`config.mk`:
```
export PLATFORM = sky130hd
export DESIGN_NAME = fnvcb_top
export DESIGN_NICKNAME = d
export VERILOG_FILES = /design/src/fnvcb_pkg.sv /design/src/fnvcb_top.sv
export SDC_FILE = /design/constraint.sdc
export NUM_CORES = 1
export LEC_CHECK = 0
export CAP_MARGIN = 30
export CELL_PAD_IN_SITES_DETAIL_PLACEMENT = 2
export CELL_PAD_IN_SITES_GLOBAL_PLACEMENT = 2
export CORE_MARGIN = 2
export CORE_UTILIZATION = 40
export CTS_CLUSTER_DIAMETER = 100
export DETAILED_ROUTE_END_ITERATION = 8
export DONT_BUFFER_PORTS = 1
export PLACE_DENSITY = 0.78
export SLEW_MARGIN = 20
export SYNTH_ARGS = -nofsm -noshare
export SYNTH_HDL_FRONTEND = slang
export SYNTH_SLANG_ARGS = --single-unit
```
`constraint.sdc`:
```
create_clock -name CLK_SYS -period 4.9 [get_ports CLK_SYS]
set_clock_uncertainty 0.1 [all_clocks]
set_input_delay 0.98 -clock CLK_SYS [delete_from_list [all_inputs] [get_ports CLK_SYS]]
set_output_delay 0.98 -clock CLK_SYS [all_outputs]
set_load 0.02 [all_outputs]
```
`src/fnvcb_pkg.sv`:
```
// package: constants, types and command codes of the persistent configuration bank
package fnvcb_pkg;

   // ==========================================================
   // address map of the persistent_config_space
   localparam logic [7:0] ADDR_BUS_IF    = 8'h00; // bus_interface_mode_cfg
   localparam logic [7:0] ADDR_DUMMY     = 8'h01; // dummy_cycle_count_cfg
   localparam logic [7:0] ADDR_LOCK      = 8'h02; // permanent_lock_bits
   localparam logic [7:0] ADDR_DRIVE     = 8'h03; // output_drive_code_cfg
   localparam logic [7:0] ADDR_CRC       = 8'h04; // transit_check_partition_cfg
   localparam logic [7:0] ADDR_AWIDTH    = 8'h05; // address_width_cfg
   localparam logic [7:0] ADDR_XIP       = 8'h06; // execute_in_place_cfg
   localparam logic [7:0] ADDR_WRAP      = 8'h07; // read_wrap_cfg
   localparam logic [7:0] ADDR_LAST_DEF  = 8'h07; // last defined byte
   localparam int         NUM_DEFINED    = 8;

   // ==========================================================
   // reset values and codes
   localparam logic [7:0] RESERVED_VAL   = 8'hFF;
   localparam logic [7:0] DEF_DUMMY      = 8'h1F;
   localparam logic [7:0] DEF_LOCK       = 8'h90;
   localparam logic [7:0] IOC_SPI_DS     = 8'hFF;
   localparam logic [7:0] IOC_SPI_NODS   = 8'hDF;
   localparam logic [7:0] IOC_ODDR_DS    = 8'hE7;
   localparam logic [7:0] IOC_ODDR_NODS  = 8'hC7;
   localparam logic [7:0] DUMMY_ALT_DEF  = 8'h00;
   localparam logic [7:0] DUMMY_MAX      = 8'h1E;
   localparam logic [7:0] AWIDTH_4BYTE   = 8'hFE;
   localparam logic [7:0] OTP_MASK       = 8'h0F; // sfdp + security 1..3 locks

   localparam logic [7:0] NV_DEFAULT [NUM_DEFINED] = '{
      IOC_SPI_DS, DEF_DUMMY, DEF_LOCK, RESERVED_VAL,
      RESERVED_VAL, RESERVED_VAL, RESERVED_VAL, RESERVED_VAL};

   // ==========================================================
   // flag byte positions
   localparam int FLAG_AMF_BIT   = 0;
   localparam int FLAG_PROTECTED_ACCESS_ERROR_FLAG_BIT  = 1;
   localparam int FLAG_READY_BIT = 7;

   // ==========================================================
   // serial command codes
   localparam logic [7:0] OPC_WREN     = 8'h06;
   localparam logic [7:0] OPC_WR_NV    = 8'hB1;
   localparam logic [7:0] OPC_RD_NV    = 8'hB5;
   localparam logic [7:0] OPC_RD_FLAG  = 8'h70;
   localparam logic [7:0] OPC_CLR_FLAG = 8'h50;
   localparam logic [7:0] OPC_SOFT_RST = 8'h99;

   // ==========================================================
   // timing
   localparam int CLK_PERIOD_NS = 4;
   localparam int PROG_TIME_NS  = 1000;
   localparam int PROG_CYCLES   = (PROG_TIME_NS + CLK_PERIOD_NS - 1) / CLK_PERIOD_NS;
   localparam int STRAP_WAIT    = 3;

   // ==========================================================
   // types
   typedef struct packed {
      logic [7:0] wrap;
      logic [7:0] xip;
      logic [7:0] awidth;
      logic [7:0] crc;
      logic [7:0] drive;
      logic [7:0] lock;
      logic [7:0] dummy;
      logic [7:0] bus_if;
   } fnvcb_cfg_t;

   typedef enum logic [2:0] {
      ST_OPC, ST_ADDR, ST_WDATA, ST_DUMMY, ST_RDATA, ST_DONE
   } fnvcb_state_t;

endpackage : fnvcb_pkg

```
`src/fnvcb_top.sv`:
```
// module: persistent configuration bank with its serial command port
// ==========================================================
module fnvcb_top
   import fnvcb_pkg::*;
#(
   parameter logic [7:0] CMD_DEFAULT_DUMMY = 8'h08, // default dummy count for reads
   parameter int         PROG_CYC          = PROG_CYCLES
) (
   input  wire logic       CLK_SYS,      // system clock, 250 MHz
   input  wire logic       RESET_N,      // asynchronous reset, active low
   input  wire logic       SCLK,         // serial link clock from host
   input  wire logic       CS_N,         // chip select, active low
   input  wire logic       SI,           // serial data in
   input  wire logic       VARIANT_ODDR, // factory strap, 1 = octal ddr variant
   output logic            SO,           // serial data out
   output logic            SO_OE_N,      // output enable, low while driving
   output fnvcb_cfg_t      CFG_ACTIVE,   // active configuration set
   output logic [7:0]      DUMMY_CYCLES, // effective dummy count
   output logic            WRITE_ENABLE_LATCH,          // write_enable_latch
   output logic            PROTECTED_ACCESS_ERROR_FLAG,         // protected_access_error_flag
   output logic            BUSY          // persistent write in progress
);

   // ==========================================================
   // synchronisers
   logic       cs_s1, cs_s2, cs_s3;
   logic       sck_s1, sck_s2, sck_s3;
   logic       si_s1, si_s2;
   logic       var_s1, var_s2;
   logic       sck_rise, sck_fall, cs_rise;

   // ==========================================================
   // state
   fnvcb_state_t state_ff;
   logic [7:0]   shift_ff, tx_ff, opc_ff, addr_ff, cnt_ff;
   logic [3:0]   bit_ff;
   logic         so_ff, so_oe_n_ff;
   logic         wr_req_ff, wren_ff, clr_ff, srst_ff;
   logic [7:0]   wr_data_ff;
   logic [7:0]   nv_mem_ff [NUM_DEFINED];
   fnvcb_cfg_t   icfg_ff;
   logic         wel_ff, protected_access_error_flag_ff, busy_ff, load_ff, strap_done_ff, oddr_ff;
   logic [1:0]   strap_cnt_ff;
   logic [15:0]  prog_cnt_ff;
   logic [7:0]   prog_addr_ff, prog_data_ff, dummy_ff;
   logic [7:0]   nxt_dummy, nxt_rd_byte, nxt_flag, nxt_lock;
   logic         addr_defined, ioc_ok;

   // pin inputs pass two flops; edge detect only looks at the second stage on
   always_ff @(posedge CLK_SYS or negedge RESET_N) begin
      if (!RESET_N) begin
         cs_s1  <= 1'b1;
         cs_s2  <= 1'b1;
         cs_s3  <= 1'b1;
         sck_s1 <= 1'b0;
         sck_s2 <= 1'b0;
         sck_s3 <= 1'b0;
         si_s1  <= 1'b0;
         si_s2  <= 1'b0;
         var_s1 <= 1'b0;
         var_s2 <= 1'b0;
      end else begin
         cs_s1  <= CS_N;
         cs_s2  <= cs_s1;
         cs_s3  <= cs_s2;
         sck_s1 <= SCLK;
         sck_s2 <= sck_s1;
         sck_s3 <= sck_s2;
         si_s1  <= SI;
         si_s2  <= si_s1;
         var_s1 <= VARIANT_ODDR;
         var_s2 <= var_s1;
      end
   end

   assign sck_rise = sck_s2 & ~sck_s3 & ~cs_s2;
   assign sck_fall = ~sck_s2 & sck_s3 & ~cs_s2;
   assign cs_rise  = cs_s2 & ~cs_s3;

   // ==========================================================
   // decode helpers
   always_comb begin
      // 00h and 1Fh (and reserved codes) fall back to the command default
      if (icfg_ff.dummy == DUMMY_ALT_DEF || icfg_ff.dummy > DUMMY_MAX) begin
         nxt_dummy = CMD_DEFAULT_DUMMY;
      end else begin
         nxt_dummy = icfg_ff.dummy;
      end
      addr_defined = (addr_ff <= ADDR_LAST_DEF);
      // reserved locations read back FFh
      if (addr_defined) begin
         nxt_rd_byte = nv_mem_ff[addr_ff[2:0]];
      end else begin
         nxt_rd_byte = RESERVED_VAL;
      end
      nxt_flag                 = 8'h00;
      nxt_flag[FLAG_READY_BIT] = ~busy_ff;
      nxt_flag[FLAG_PROTECTED_ACCESS_ERROR_FLAG_BIT]  = protected_access_error_flag_ff;
      nxt_flag[FLAG_AMF_BIT]   = (icfg_ff.awidth == AWIDTH_4BYTE);
      // otp lock bits only ever go from 0 to 1
      nxt_lock = prog_data_ff | (nv_mem_ff[ADDR_LOCK[2:0]] & OTP_MASK);
      // octal ddr variant accepts only its two interface codes
      ioc_ok = !oddr_ff || (wr_data_ff == IOC_ODDR_DS) || (wr_data_ff == IOC_ODDR_NODS);
   end

   // ==========================================================
   // serial frame engine: sample on rising sclk, drive on falling sclk
   always_ff @(posedge CLK_SYS or negedge RESET_N) begin
      if (!RESET_N) begin
         state_ff   <= ST_OPC;
         shift_ff   <= 8'h00;
         tx_ff      <= 8'hFF;
         opc_ff     <= 8'h00;
         addr_ff    <= 8'h00;
         cnt_ff     <= 8'h00;
         bit_ff     <= 4'h0;
         so_ff      <= 1'b0;
         so_oe_n_ff <= 1'b1;
         wr_req_ff  <= 1'b0;
         wren_ff    <= 1'b0;
         clr_ff     <= 1'b0;
         srst_ff    <= 1'b0;
         wr_data_ff <= 8'h00;
      end else begin
         wr_req_ff <= 1'b0;
         wren_ff   <= 1'b0;
         clr_ff    <= 1'b0;
         srst_ff   <= 1'b0;
         if (cs_s2) begin
            // frame end: commands act only when the frame closed cleanly
            if (cs_rise) begin
               if (state_ff == ST_DONE && opc_ff == OPC_WREN) begin
                  wren_ff <= 1'b1;
               end
               if (state_ff == ST_DONE && opc_ff == OPC_CLR_FLAG) begin
                  clr_ff <= 1'b1;
               end
               if (state_ff == ST_DONE && opc_ff == OPC_SOFT_RST) begin
                  srst_ff <= 1'b1;
               end
               if (state_ff == ST_WDATA && bit_ff == 4'd8) begin
                  wr_req_ff  <= 1'b1;
                  wr_data_ff <= shift_ff;
               end
            end
            state_ff   <= ST_OPC;
            bit_ff     <= 4'h0;
            so_oe_n_ff <= 1'b1;
         end else if (sck_rise) begin
            case (state_ff)
               ST_OPC: begin
                  shift_ff <= {shift_ff[6:0], si_s2};
                  bit_ff   <= bit_ff + 4'd1;
                  if (bit_ff == 4'd7) begin
                     opc_ff <= {shift_ff[6:0], si_s2};
                     bit_ff <= 4'h0;
                     if ({shift_ff[6:0], si_s2} == OPC_WR_NV || {shift_ff[6:0], si_s2} == OPC_RD_NV) begin
                        state_ff <= ST_ADDR;
                     end else if ({shift_ff[6:0], si_s2} == OPC_RD_FLAG) begin
                        tx_ff    <= nxt_flag;
                        state_ff <= ST_RDATA;
                     end else begin
                        state_ff <= ST_DONE;
                     end
                  end
               end
               ST_ADDR: begin
                  shift_ff <= {shift_ff[6:0], si_s2};
                  bit_ff   <= bit_ff + 4'd1;
                  if (bit_ff == 4'd7) begin
                     addr_ff  <= {shift_ff[6:0], si_s2};
                     bit_ff   <= 4'h0;
                     cnt_ff   <= 8'h00;
                     state_ff <= (opc_ff == OPC_WR_NV) ? ST_WDATA : ST_DUMMY;
                  end
               end
               ST_WDATA: begin
                  shift_ff <= {shift_ff[6:0], si_s2};
                  // more than eight bits spoils the frame
                  bit_ff   <= (bit_ff == 4'd9) ? bit_ff : bit_ff + 4'd1;
               end
               ST_DUMMY: begin
                  // count dummy clocks after the address, then load the data byte
                  cnt_ff <= cnt_ff + 8'd1;
                  if (cnt_ff == dummy_ff - 8'd1) begin
                     tx_ff    <= nxt_rd_byte;
                     state_ff <= ST_RDATA;
                  end
               end
               default: begin
               end
            endcase
         end else if (sck_fall && state_ff == ST_RDATA) begin
            // single byte, then ones follow for the rest of the frame
            so_ff      <= tx_ff[7];
            tx_ff      <= {tx_ff[6:0], 1'b1};
            so_oe_n_ff <= 1'b0;
         end
      end
   end

   // ==========================================================
   // strap capture after reset release, latch, error flag and programming
   always_ff @(posedge CLK_SYS or negedge RESET_N) begin
      if (!RESET_N) begin
         strap_cnt_ff  <= 2'd0;
         strap_done_ff <= 1'b0;
         oddr_ff       <= 1'b0;
      end else if (!strap_done_ff) begin
         strap_cnt_ff <= strap_cnt_ff + 2'd1;
         if (strap_cnt_ff == 2'(STRAP_WAIT - 1)) begin
            strap_done_ff <= 1'b1;
            oddr_ff       <= var_s2;
         end
      end
   end

   // write_enable_latch: cleared by a finished or refused write
   always_ff @(posedge CLK_SYS or negedge RESET_N) begin
      if (!RESET_N) begin
         wel_ff <= 1'b0;
      end else if (srst_ff) begin
         wel_ff <= 1'b0;
      end else if (wr_req_ff && wel_ff && !busy_ff && !addr_defined) begin
         wel_ff <= 1'b0;
      end else if (wr_req_ff && wel_ff && !busy_ff && addr_ff == ADDR_BUS_IF && !ioc_ok) begin
         wel_ff <= 1'b0;
      end else if (busy_ff && prog_cnt_ff == 16'd0) begin
         wel_ff <= 1'b0;
      end else if (wren_ff && !busy_ff) begin
         wel_ff <= 1'b1;
      end
   end

   // error flag: a new refusal in the clear cycle still sets it
   always_ff @(posedge CLK_SYS or negedge RESET_N) begin
      if (!RESET_N) begin
         protected_access_error_flag_ff <= 1'b0;
      end else if (wr_req_ff && wel_ff && !busy_ff && !addr_defined) begin
         protected_access_error_flag_ff <= 1'b1;
      end else if (clr_ff || srst_ff) begin
         protected_access_error_flag_ff <= 1'b0;
      end
   end

   // programming timer; the byte lands only when the timer expires
   always_ff @(posedge CLK_SYS or negedge RESET_N) begin
      if (!RESET_N) begin
         busy_ff      <= 1'b0;
         prog_cnt_ff  <= 16'd0;
         prog_addr_ff <= 8'h00;
         prog_data_ff <= 8'h00;
      end else if (busy_ff) begin
         prog_cnt_ff <= prog_cnt_ff - 16'd1;
         if (prog_cnt_ff == 16'd0) begin
            busy_ff <= 1'b0;
         end
      end else if (wr_req_ff && wel_ff && addr_defined && (addr_ff != ADDR_BUS_IF || ioc_ok)) begin
         busy_ff      <= 1'b1;
         prog_cnt_ff  <= 16'(PROG_CYC - 1);
         prog_addr_ff <= addr_ff;
         prog_data_ff <= wr_data_ff;
      end
   end

   // ==========================================================
   // persistent storage; the power-on baseline comes from reset
   always_ff @(posedge CLK_SYS or negedge RESET_N) begin
      if (!RESET_N) begin
         for (int i = 0; i < NUM_DEFINED; i++) begin
            nv_mem_ff[i] <= NV_DEFAULT[i];
         end
      end else if (!strap_done_ff && strap_cnt_ff == 2'(STRAP_WAIT - 1)) begin
         nv_mem_ff[ADDR_BUS_IF[2:0]] <= var_s2 ? IOC_ODDR_DS : IOC_SPI_DS;
      end else if (busy_ff && prog_cnt_ff == 16'd0) begin
         if (prog_addr_ff == ADDR_LOCK) begin
            nv_mem_ff[prog_addr_ff[2:0]] <= nxt_lock;
         end else begin
            nv_mem_ff[prog_addr_ff[2:0]] <= prog_data_ff;
         end
      end
   end

   // ==========================================================
   // active configuration: loaded at reset, lock byte follows at once
   always_ff @(posedge CLK_SYS or negedge RESET_N) begin
      if (!RESET_N) begin
         load_ff <= 1'b1;
      end else if (srst_ff) begin
         load_ff <= 1'b1;
      end else if (strap_done_ff && !busy_ff) begin
         load_ff <= 1'b0;
      end
   end

   // a reload waits out a running write so it never copies a half update
   always_ff @(posedge CLK_SYS or negedge RESET_N) begin
      if (!RESET_N) begin
         icfg_ff <= '{wrap: RESERVED_VAL, xip: RESERVED_VAL, awidth: RESERVED_VAL, crc: RESERVED_VAL,
                      drive: RESERVED_VAL, lock: DEF_LOCK, dummy: DEF_DUMMY, bus_if: IOC_SPI_DS};
      end else if (load_ff && strap_done_ff && !busy_ff) begin
         icfg_ff <= {nv_mem_ff[7], nv_mem_ff[6], nv_mem_ff[5], nv_mem_ff[4],
                     nv_mem_ff[3], nv_mem_ff[2], nv_mem_ff[1], nv_mem_ff[0]};
      end else if (busy_ff && prog_cnt_ff == 16'd0 && prog_addr_ff == ADDR_LOCK) begin
         icfg_ff.lock <= nxt_lock;
      end
   end

   // effective dummy count, registered for the frame engine and the port
   always_ff @(posedge CLK_SYS or negedge RESET_N) begin
      if (!RESET_N) begin
         dummy_ff <= CMD_DEFAULT_DUMMY;
      end else begin
         dummy_ff <= nxt_dummy;
      end
   end

   // ==========================================================
   // outputs, all from flops
   assign SO           = so_ff;
   assign SO_OE_N      = so_oe_n_ff;
   assign CFG_ACTIVE   = icfg_ff;
   assign DUMMY_CYCLES = dummy_ff;
   assign WRITE_ENABLE_LATCH          = wel_ff;
   assign PROTECTED_ACCESS_ERROR_FLAG         = protected_access_error_flag_ff;
   assign BUSY         = busy_ff;

endmodule : fnvcb_top

```
==> flow_summary.json, run 1 <==
{
  "hold_viol": 0,
  "syn_area_per_cell_sq_um": 12.8,
  "relSlewSlack": 0.405,
  "clkPwrFrac": 0.483,
  "critPathSlowestCell": "dfrtp_1",
  "status": "completed",
  "cts_max_path_buffers": 3,
  "cp.required_ps": 5260,
  "worstPathMaxFanout": 12,
  "top_usage_layer": "met2",
  "viasPerCell": 5.67,
  "ant_nets": 0,
  "dp_cells": 1154,
  "die_area_sq_um": 28400,
  "cts_max_level": 1,
  "syn_area_sq_um": 10800,
  "grt_use_met3": 0.0400,
  "crit_arrival_ps": 3330,
  "synthArstFlopShare": 1.00,
  "place.gp.congestion": 0.750,
  "synth_top_area_frac": 0.301,
  "synthFlopType": "dfstp_2",
  "dr.pass1.iters": 4,
  "min_period_ps": 2970,
  "n_antenna_cell": 0,
  "yosysWarningCount": 0,
  "seq_area_sq_um": 6340,
  "grt_start_max_net_pins": 248,
  "seqPwrFrac": 0.490,
  "tightestPinTransition_ps": 890,
  "sw_frac_of_total": 0.221,
  "core_area_sq_um": 26700,
  "cpLargestDelayFamily": "simple AND/OR/NAND/NOR gates",
  "dpl.hpwl_um": 19000,
  "avgRoutedWirePerCell_um": 24.1,
  "post-cts-setup-buffers": 0,
  "p_leak_nw": 5.25,
  "yosys.area.top_type": "dfstp_2",
  "cpPeakStageDelay_ps": 640,
  "syn_inst": 844,
  "slew_violations": 0,
  "post-route-drc-count": 0,
  "post-route-period-util": 0.607,
  "nNetsFinal": 858,
  "clk_pin_slew_worst_paths_ps": 60,
  "grtUsageMet2": 0.364,
  "grt_overflow": 0,
  "grt_first_pass_wirelength_um": 45800,
  "multiInputGateArea_sq_um": 4320,
  "ys_ff_latch": 247,
  "drive_gt1_frac": 0.404,
  "drv_cap": 0,
  "use_met1": 0.268,
  "power_density_nw_per_um2": 370,
  "rows": 60,
  "antenna_found_initial": 0,
  "endpoint_kind": "flop",
  "internal_power_mw": 3.51,
  "grt_pass1_vias": 7739,
  "rsz0062_at_grt": "no",
  "ir_worst_vdd_mv": 0.239,
  "cts_tree": "done",
  "cp.buffers_inverters": 0,
  "die_height_um": 169,
  "grt_util_all_layers": 0.208,
  "path_class": "reg2reg",
  "startpoint_type": "flop",
  "p_comb_frac": 0.027,
  "synth_edf_count": 0,
  "fmax_mhz": 336,
  "drt_iter0_markers": 314,
  "wirelength_um": 29100,
  "p_sw_mw": 0.996,
  "holdCritPathClass": "in2async",
  "io_buffers": 0,
  "cts.sinks": 247,
  "final.setup.tns_ps": 0,
  "setup_viol": 0,
  "cts_root_buf": "clkbuf_16",
  "via_count": 6853,
  "fill_cells": 2601,
  "pin_count": 83,
  "ys_types": 62,
  "fin_cells": 1208,
  "initial_core_util": 0.405,
  "cts_hold_buffers": 0,
  "synth_area_leaders": "dfstp_2 30%, dfrtp_1 28%, mux2_2 13%, mux4_2 3.3%, nand2_1 2.9%",
  "cp_cell_sequence": "and4bb_1 -> nand3b_1 -> nor4_2 -> nand3_1 -> mux2_2",
  "area_delta_synth_final_pct": 12.5,
  "clk_latency_ps": 540,
  "cts_buffers": 28,
  "ys_seq_area_frac": 0.585,
  "die_x_um": 169,
  "cts_resized": 0
}
[cells in the mapped netlist, types with 8 or more instances]
cell,number
mux2_2,127
dfstp_2,124
dfrtp_1,123
nand2_1,84
o21ai_0,57
nor2_1,38
a21oi_1,30
clkbuf_1,28
mux4_2,16
nand3_1,16
mux2i_1,15
inv_1,13
nor3_1,13
nor2b_1,11
xor2_1,11
and2_1,8
and3_1,8
mux2_4,8
[final cells by class]
cell class	count	area share
well taps	341	0.0350
repair buffers	5	0.00473
clock inverters	13	0.00853
inverters	13	0.00401
multi-input cells	550	0.355
flip-flops and latches	247	0.521
clock buffers	39	0.0721
[sequential cells by signal, summed over array words and instances, names as in the netlist, 3 cells and up]
register,cells
DUMMY_CYCLES,8
opc_ff,8
nv_mem_ff,64
prog_addr_ff,8
bit_ff,4
prog_data_ff,8
cnt_ff,8
tx_ff,8
state_ff,3
wr_data_ff,8
CFG_ACTIVE,64
shift_ff,8
prog_cnt_ff,16
addr_ff,8
[power by group through the flow]
stage	clock network [mW]	logic, mW	registers (mW)
floorplan	0	0.107	2.19
global placement	0	0.113	2.23
detailed placement	0	0.122	2.24
CTS	2.23	0.123	2.21
global route	2.31	0.134	2.22
finish	2.17	0.122	2.21
[stage by stage]
| stage | hold slack [ps] | worst slack (ps) | cell area (sq um) | power (mW) | util |
|---|---|---|---|---|---|
| global route | 16.4 | 1680 | 12200 | 4.66 | 0.455 |
| floorplan | 231 | 2450 | 10800 | 2.30 | - |
| global placement | 238 | 1910 | 11100 | 2.35 | 0.417 |
| finish | 46.8 | 1930 | 12200 | 4.51 | 0.455 |
| detailed placement | 240 | 1820 | 11200 | 2.36 | 0.418 |
| CTS | 29.8 | 1740 | 12100 | 4.56 | 0.454 |
[cells in the final DEF, fill, tap and decap left out, drive strengths merged, types with 8 or more instances in the layout]
master  instances
mux2          135
dfstp         124
dfrtp         123
nand2          84
o21ai          58
clkbuf         39
nor2           38
a21oi          30
mux4           16
nand3          16
mux2i          15
inv            15
nor3           15
nor2b          11
xor2           11
nor4           11
clkinv          9
and3            8
and2            8
[kinds of logic after synthesis]
logic type      Yosys count  synth area share
flops                   247             0.585
compound gates          118            0.0682
simple gates            239             0.116
fa+ha+maj                 7           0.00809
buf+inv                  49            0.0175
xor+xnor                 17            0.0138
mux                     166             0.190
other cells               1          0.000346
[per-layer routing]
layer	share of wire	vias to the layer above	wire (um)
met5	0	-	0
met4	0.015	0	436
met3	0.043	33	1240
met2	0.51	114	14900
met1	0.43	3700	12500
li1	-	3006	-
[final timing paths]
check | slack [ps] | cells past startpoint | to | startpoint
setup / recovery | 1930 | 5 | nv_mem_ff[14]$_DFFE_PN1P_ | BUSY$_DFF_PN0_
hold / removal | 50 | 0 | bit_ff[2]$_DFFE_PN0P_ | RESET_N
setup reg to reg | 1930 | 5 | nv_mem_ff[14]$_DFFE_PN1P_ | BUSY$_DFF_PN0_
hold reg to reg | 250 | 0 | si_s2$_DFF_PN0_ | si_s1$_DFF_PN0_
max in group asynchronous | 4220 | 0 | nv_mem_ff[16]$_DFFE_PN1P_ | RESET_N
min in group CLK_SYS | 250 | 0 | si_s2$_DFF_PN0_ | si_s1$_DFF_PN0_
Note: power is estimated with default switching activity, not from simulation.
==> run 2: changes to the inputs <==
==> constraint.sdc (replaced) <==
create_clock -name CLK_SYS -period 3.12 [get_ports CLK_SYS]
set_clock_uncertainty 0.1 [all_clocks]
set_input_delay 0.624 -clock CLK_SYS [delete_from_list [all_inputs] [get_ports CLK_SYS]]
set_output_delay 0.624 -clock CLK_SYS [all_outputs]
set_load 0.02 [all_outputs]
==> flow_summary.json, run 2 (synthesized netlist as in run 1, its figures left out) <==
{
  "post-cts-setup-buffers": 0,
  "pin_count": 83,
  "rr_startpoint": "prog_cnt_ff[0]$_DFFE_PN0P_",
  "grt_first_pass_wirelength_um": 47100,
  "dpl_cell_area_sq_um": 11300,
  "fill_cells": 2602,
  "status": "finished with violations",
  "cts_root_buf": "clkbuf_16",
  "slew_violations": 0,
  "die_area_sq_um": 28400,
  "grt_util_all_layers": 0.213,
  "clk_latency_ps": 560,
  "die_height_um": 169,
  "cts_max_path_buffers": 3,
  "drv_cap": 0,
  "initial_core_util": 0.405,
  "rsz0062_at_grt": "no",
  "fmax_mhz": 364,
  "post-route-period-util": 0.880,
  "n_antenna_cell": 0,
  "grt_pass1_vias": 7906,
  "setup_viol": 0,
  "power_density_nw_per_um2": 574,
  "violations": "hold timing",
  "seq_area_sq_um": 6340,
  "dpl.hpwl_um": 20100,
  "worstPathMaxFanout": 12,
  "cts_hold_buffers": 4,
  "regToRegEndpoint": "nv_mem_ff[22]$_DFFE_PN1P_",
  "post-route-drc-count": 0,
  "core_area_sq_um": 26700,
  "nNetsFinal": 875,
  "cp_cell_sequence": "inv_1 -> ha_1 -> and4bb_1 -> nand3b_1 -> nor4b_2 -> nand2_1 -> mux2_2",
  "avgRoutedWirePerCell_um": 24.1,
  "viasPerCell": 5.60,
  "startpoint_type": "flop",
  "cts_resized": 0,
  "clk_pin_slew_worst_paths_ps": 60,
  "relSlewSlack": 0.335,
  "path_class": "reg2reg",
  "via_count": 6865,
  "cts_tree": "done",
  "min_period_ps": 2750,
  "critPathSlowestCell": "nand2_1",
  "drive_gt1_frac": 0.408,
  "cp.required_ps": 3500,
  "area_delta_synth_final_pct": 13.4,
  "final_cell_mix": "127 x mux2_2, 124 x dfstp_2, 123 x dfrtp_1",
  "antenna_found_initial": 0,
  "wirelength_um": 29500,
  "p_total_mw": 7.04,
  "grt_overflow": 0,
  "final.setup.tns_ps": 0,
  "cts_buffers": 28,
  "reg2reg_setup_slack_ps": 370,
  "tightestPinTransition_ps": 997,
  "endpoint_kind": "flop",
  "dr.pass1.iters": 4,
  "r2r_cells": 7,
  "cpPeakStageDelay_ps": 510,
  "die_x_um": 169,
  "grt_start_max_net_pins": 248,
  "ir_worst_vdd_mv": 0.441,
  "cts_max_level": 1,
  "rows": 60,
  "hold_viol": 127,
  "crit_arrival_ps": 3130,
  "hold_ws_ps": -324,
  "io_buffers": 0,
  "p_leak_nw": 5.30,
  "cpLargestDelayFamily": "simple AND/OR/NAND/NOR gates",
  "drt_iter0_markers": 326,
  "cp.buffers_inverters": 1,
  "final_common_cell": "mux2_2",
  "holdCritPathClass": "in2async",
  "ant_nets": 0,
  "stdcell_area_sq_um": 12300,
  "cts.sinks": 247,
  "place.gp.congestion": 0.775,
  "multiInputGateArea_sq_um": 4320
}
[run 2: cell types whose count changed in the layout (fill, tap and decap cells not counted), moves of 2 or more]
cell,delta
clkinv_2,-5
clkbuf_8,+4
clkbuf_16,-3
buf_4,+15
clkinvlp_4,+2
dlygate4sd3_1,+4
clkbuf_1,+2
[run 2: power breakdown]
group          switching (mW)  internal, mW  leakage (nW)
Sequential              0.117          3.33          2.95
Combinational          0.0823         0.138          1.89
Clock                    1.37          2.00         0.468
[run 2: how the worst max path moves through the flow]
stage | end | startpoint | slack (ps) | depth (start not counted)
floorplan | tx_ff[0]$_DFFE_PN1P_ | DUMMY_CYCLES[0]$_DFF_PN0_ | 670 | 6
global placement | tx_ff[6]$_DFFE_PN1P_ | DUMMY_CYCLES[0]$_DFF_PN0_ | 520 | 6
detailed placement | nv_mem_ff[22]$_DFFE_PN1P_ | prog_cnt_ff[0]$_DFFE_PN0P_ | 420 | 7
CTS | nv_mem_ff[20]$_DFFE_PN1P_ | prog_cnt_ff[0]$_DFFE_PN0P_ | 350 | 7
global route | nv_mem_ff[21]$_DFFE_PN1P_ | prog_cnt_ff[0]$_DFFE_PN0P_ | 180 | 7
finish | nv_mem_ff[22]$_DFFE_PN1P_ | prog_cnt_ff[0]$_DFFE_PN0P_ | 370 | 7
[run 2: cell type report]
cell class | count | area share
clock buffer | 42 | 0.0704
sequential | 247 | 0.516
inverter | 13 | 0.00398
timing repair buffer | 22 | 0.0143
clock inverter | 10 | 0.00826
multi-input combinational | 550 | 0.352
tap | 341 | 0.0348
[run 2: metal layers]
metal  part of all wire  wire (um)  vias to the layer above  track usage
met2               0.52      15200                      115        0.380
met5                  0          0                        -            0
met1               0.42      12400                     3660        0.268
li1                   -          -                     3051            -
met3              0.045       1340                       39       0.0419
met4              0.018        539                        0       0.0476
[run 2: metrics by stage]
step                      worst slack (ps)   util  instances  hold WS, ps
after floorplan                        666      -        846          228
after global placement                 520  0.422       1169          235
after detailed placement               422  0.422       1169          243
after CTS                              349  0.459       1225         -346
after global routing                   175  0.459       1225         -343
final                                  374  0.459       1225         -324
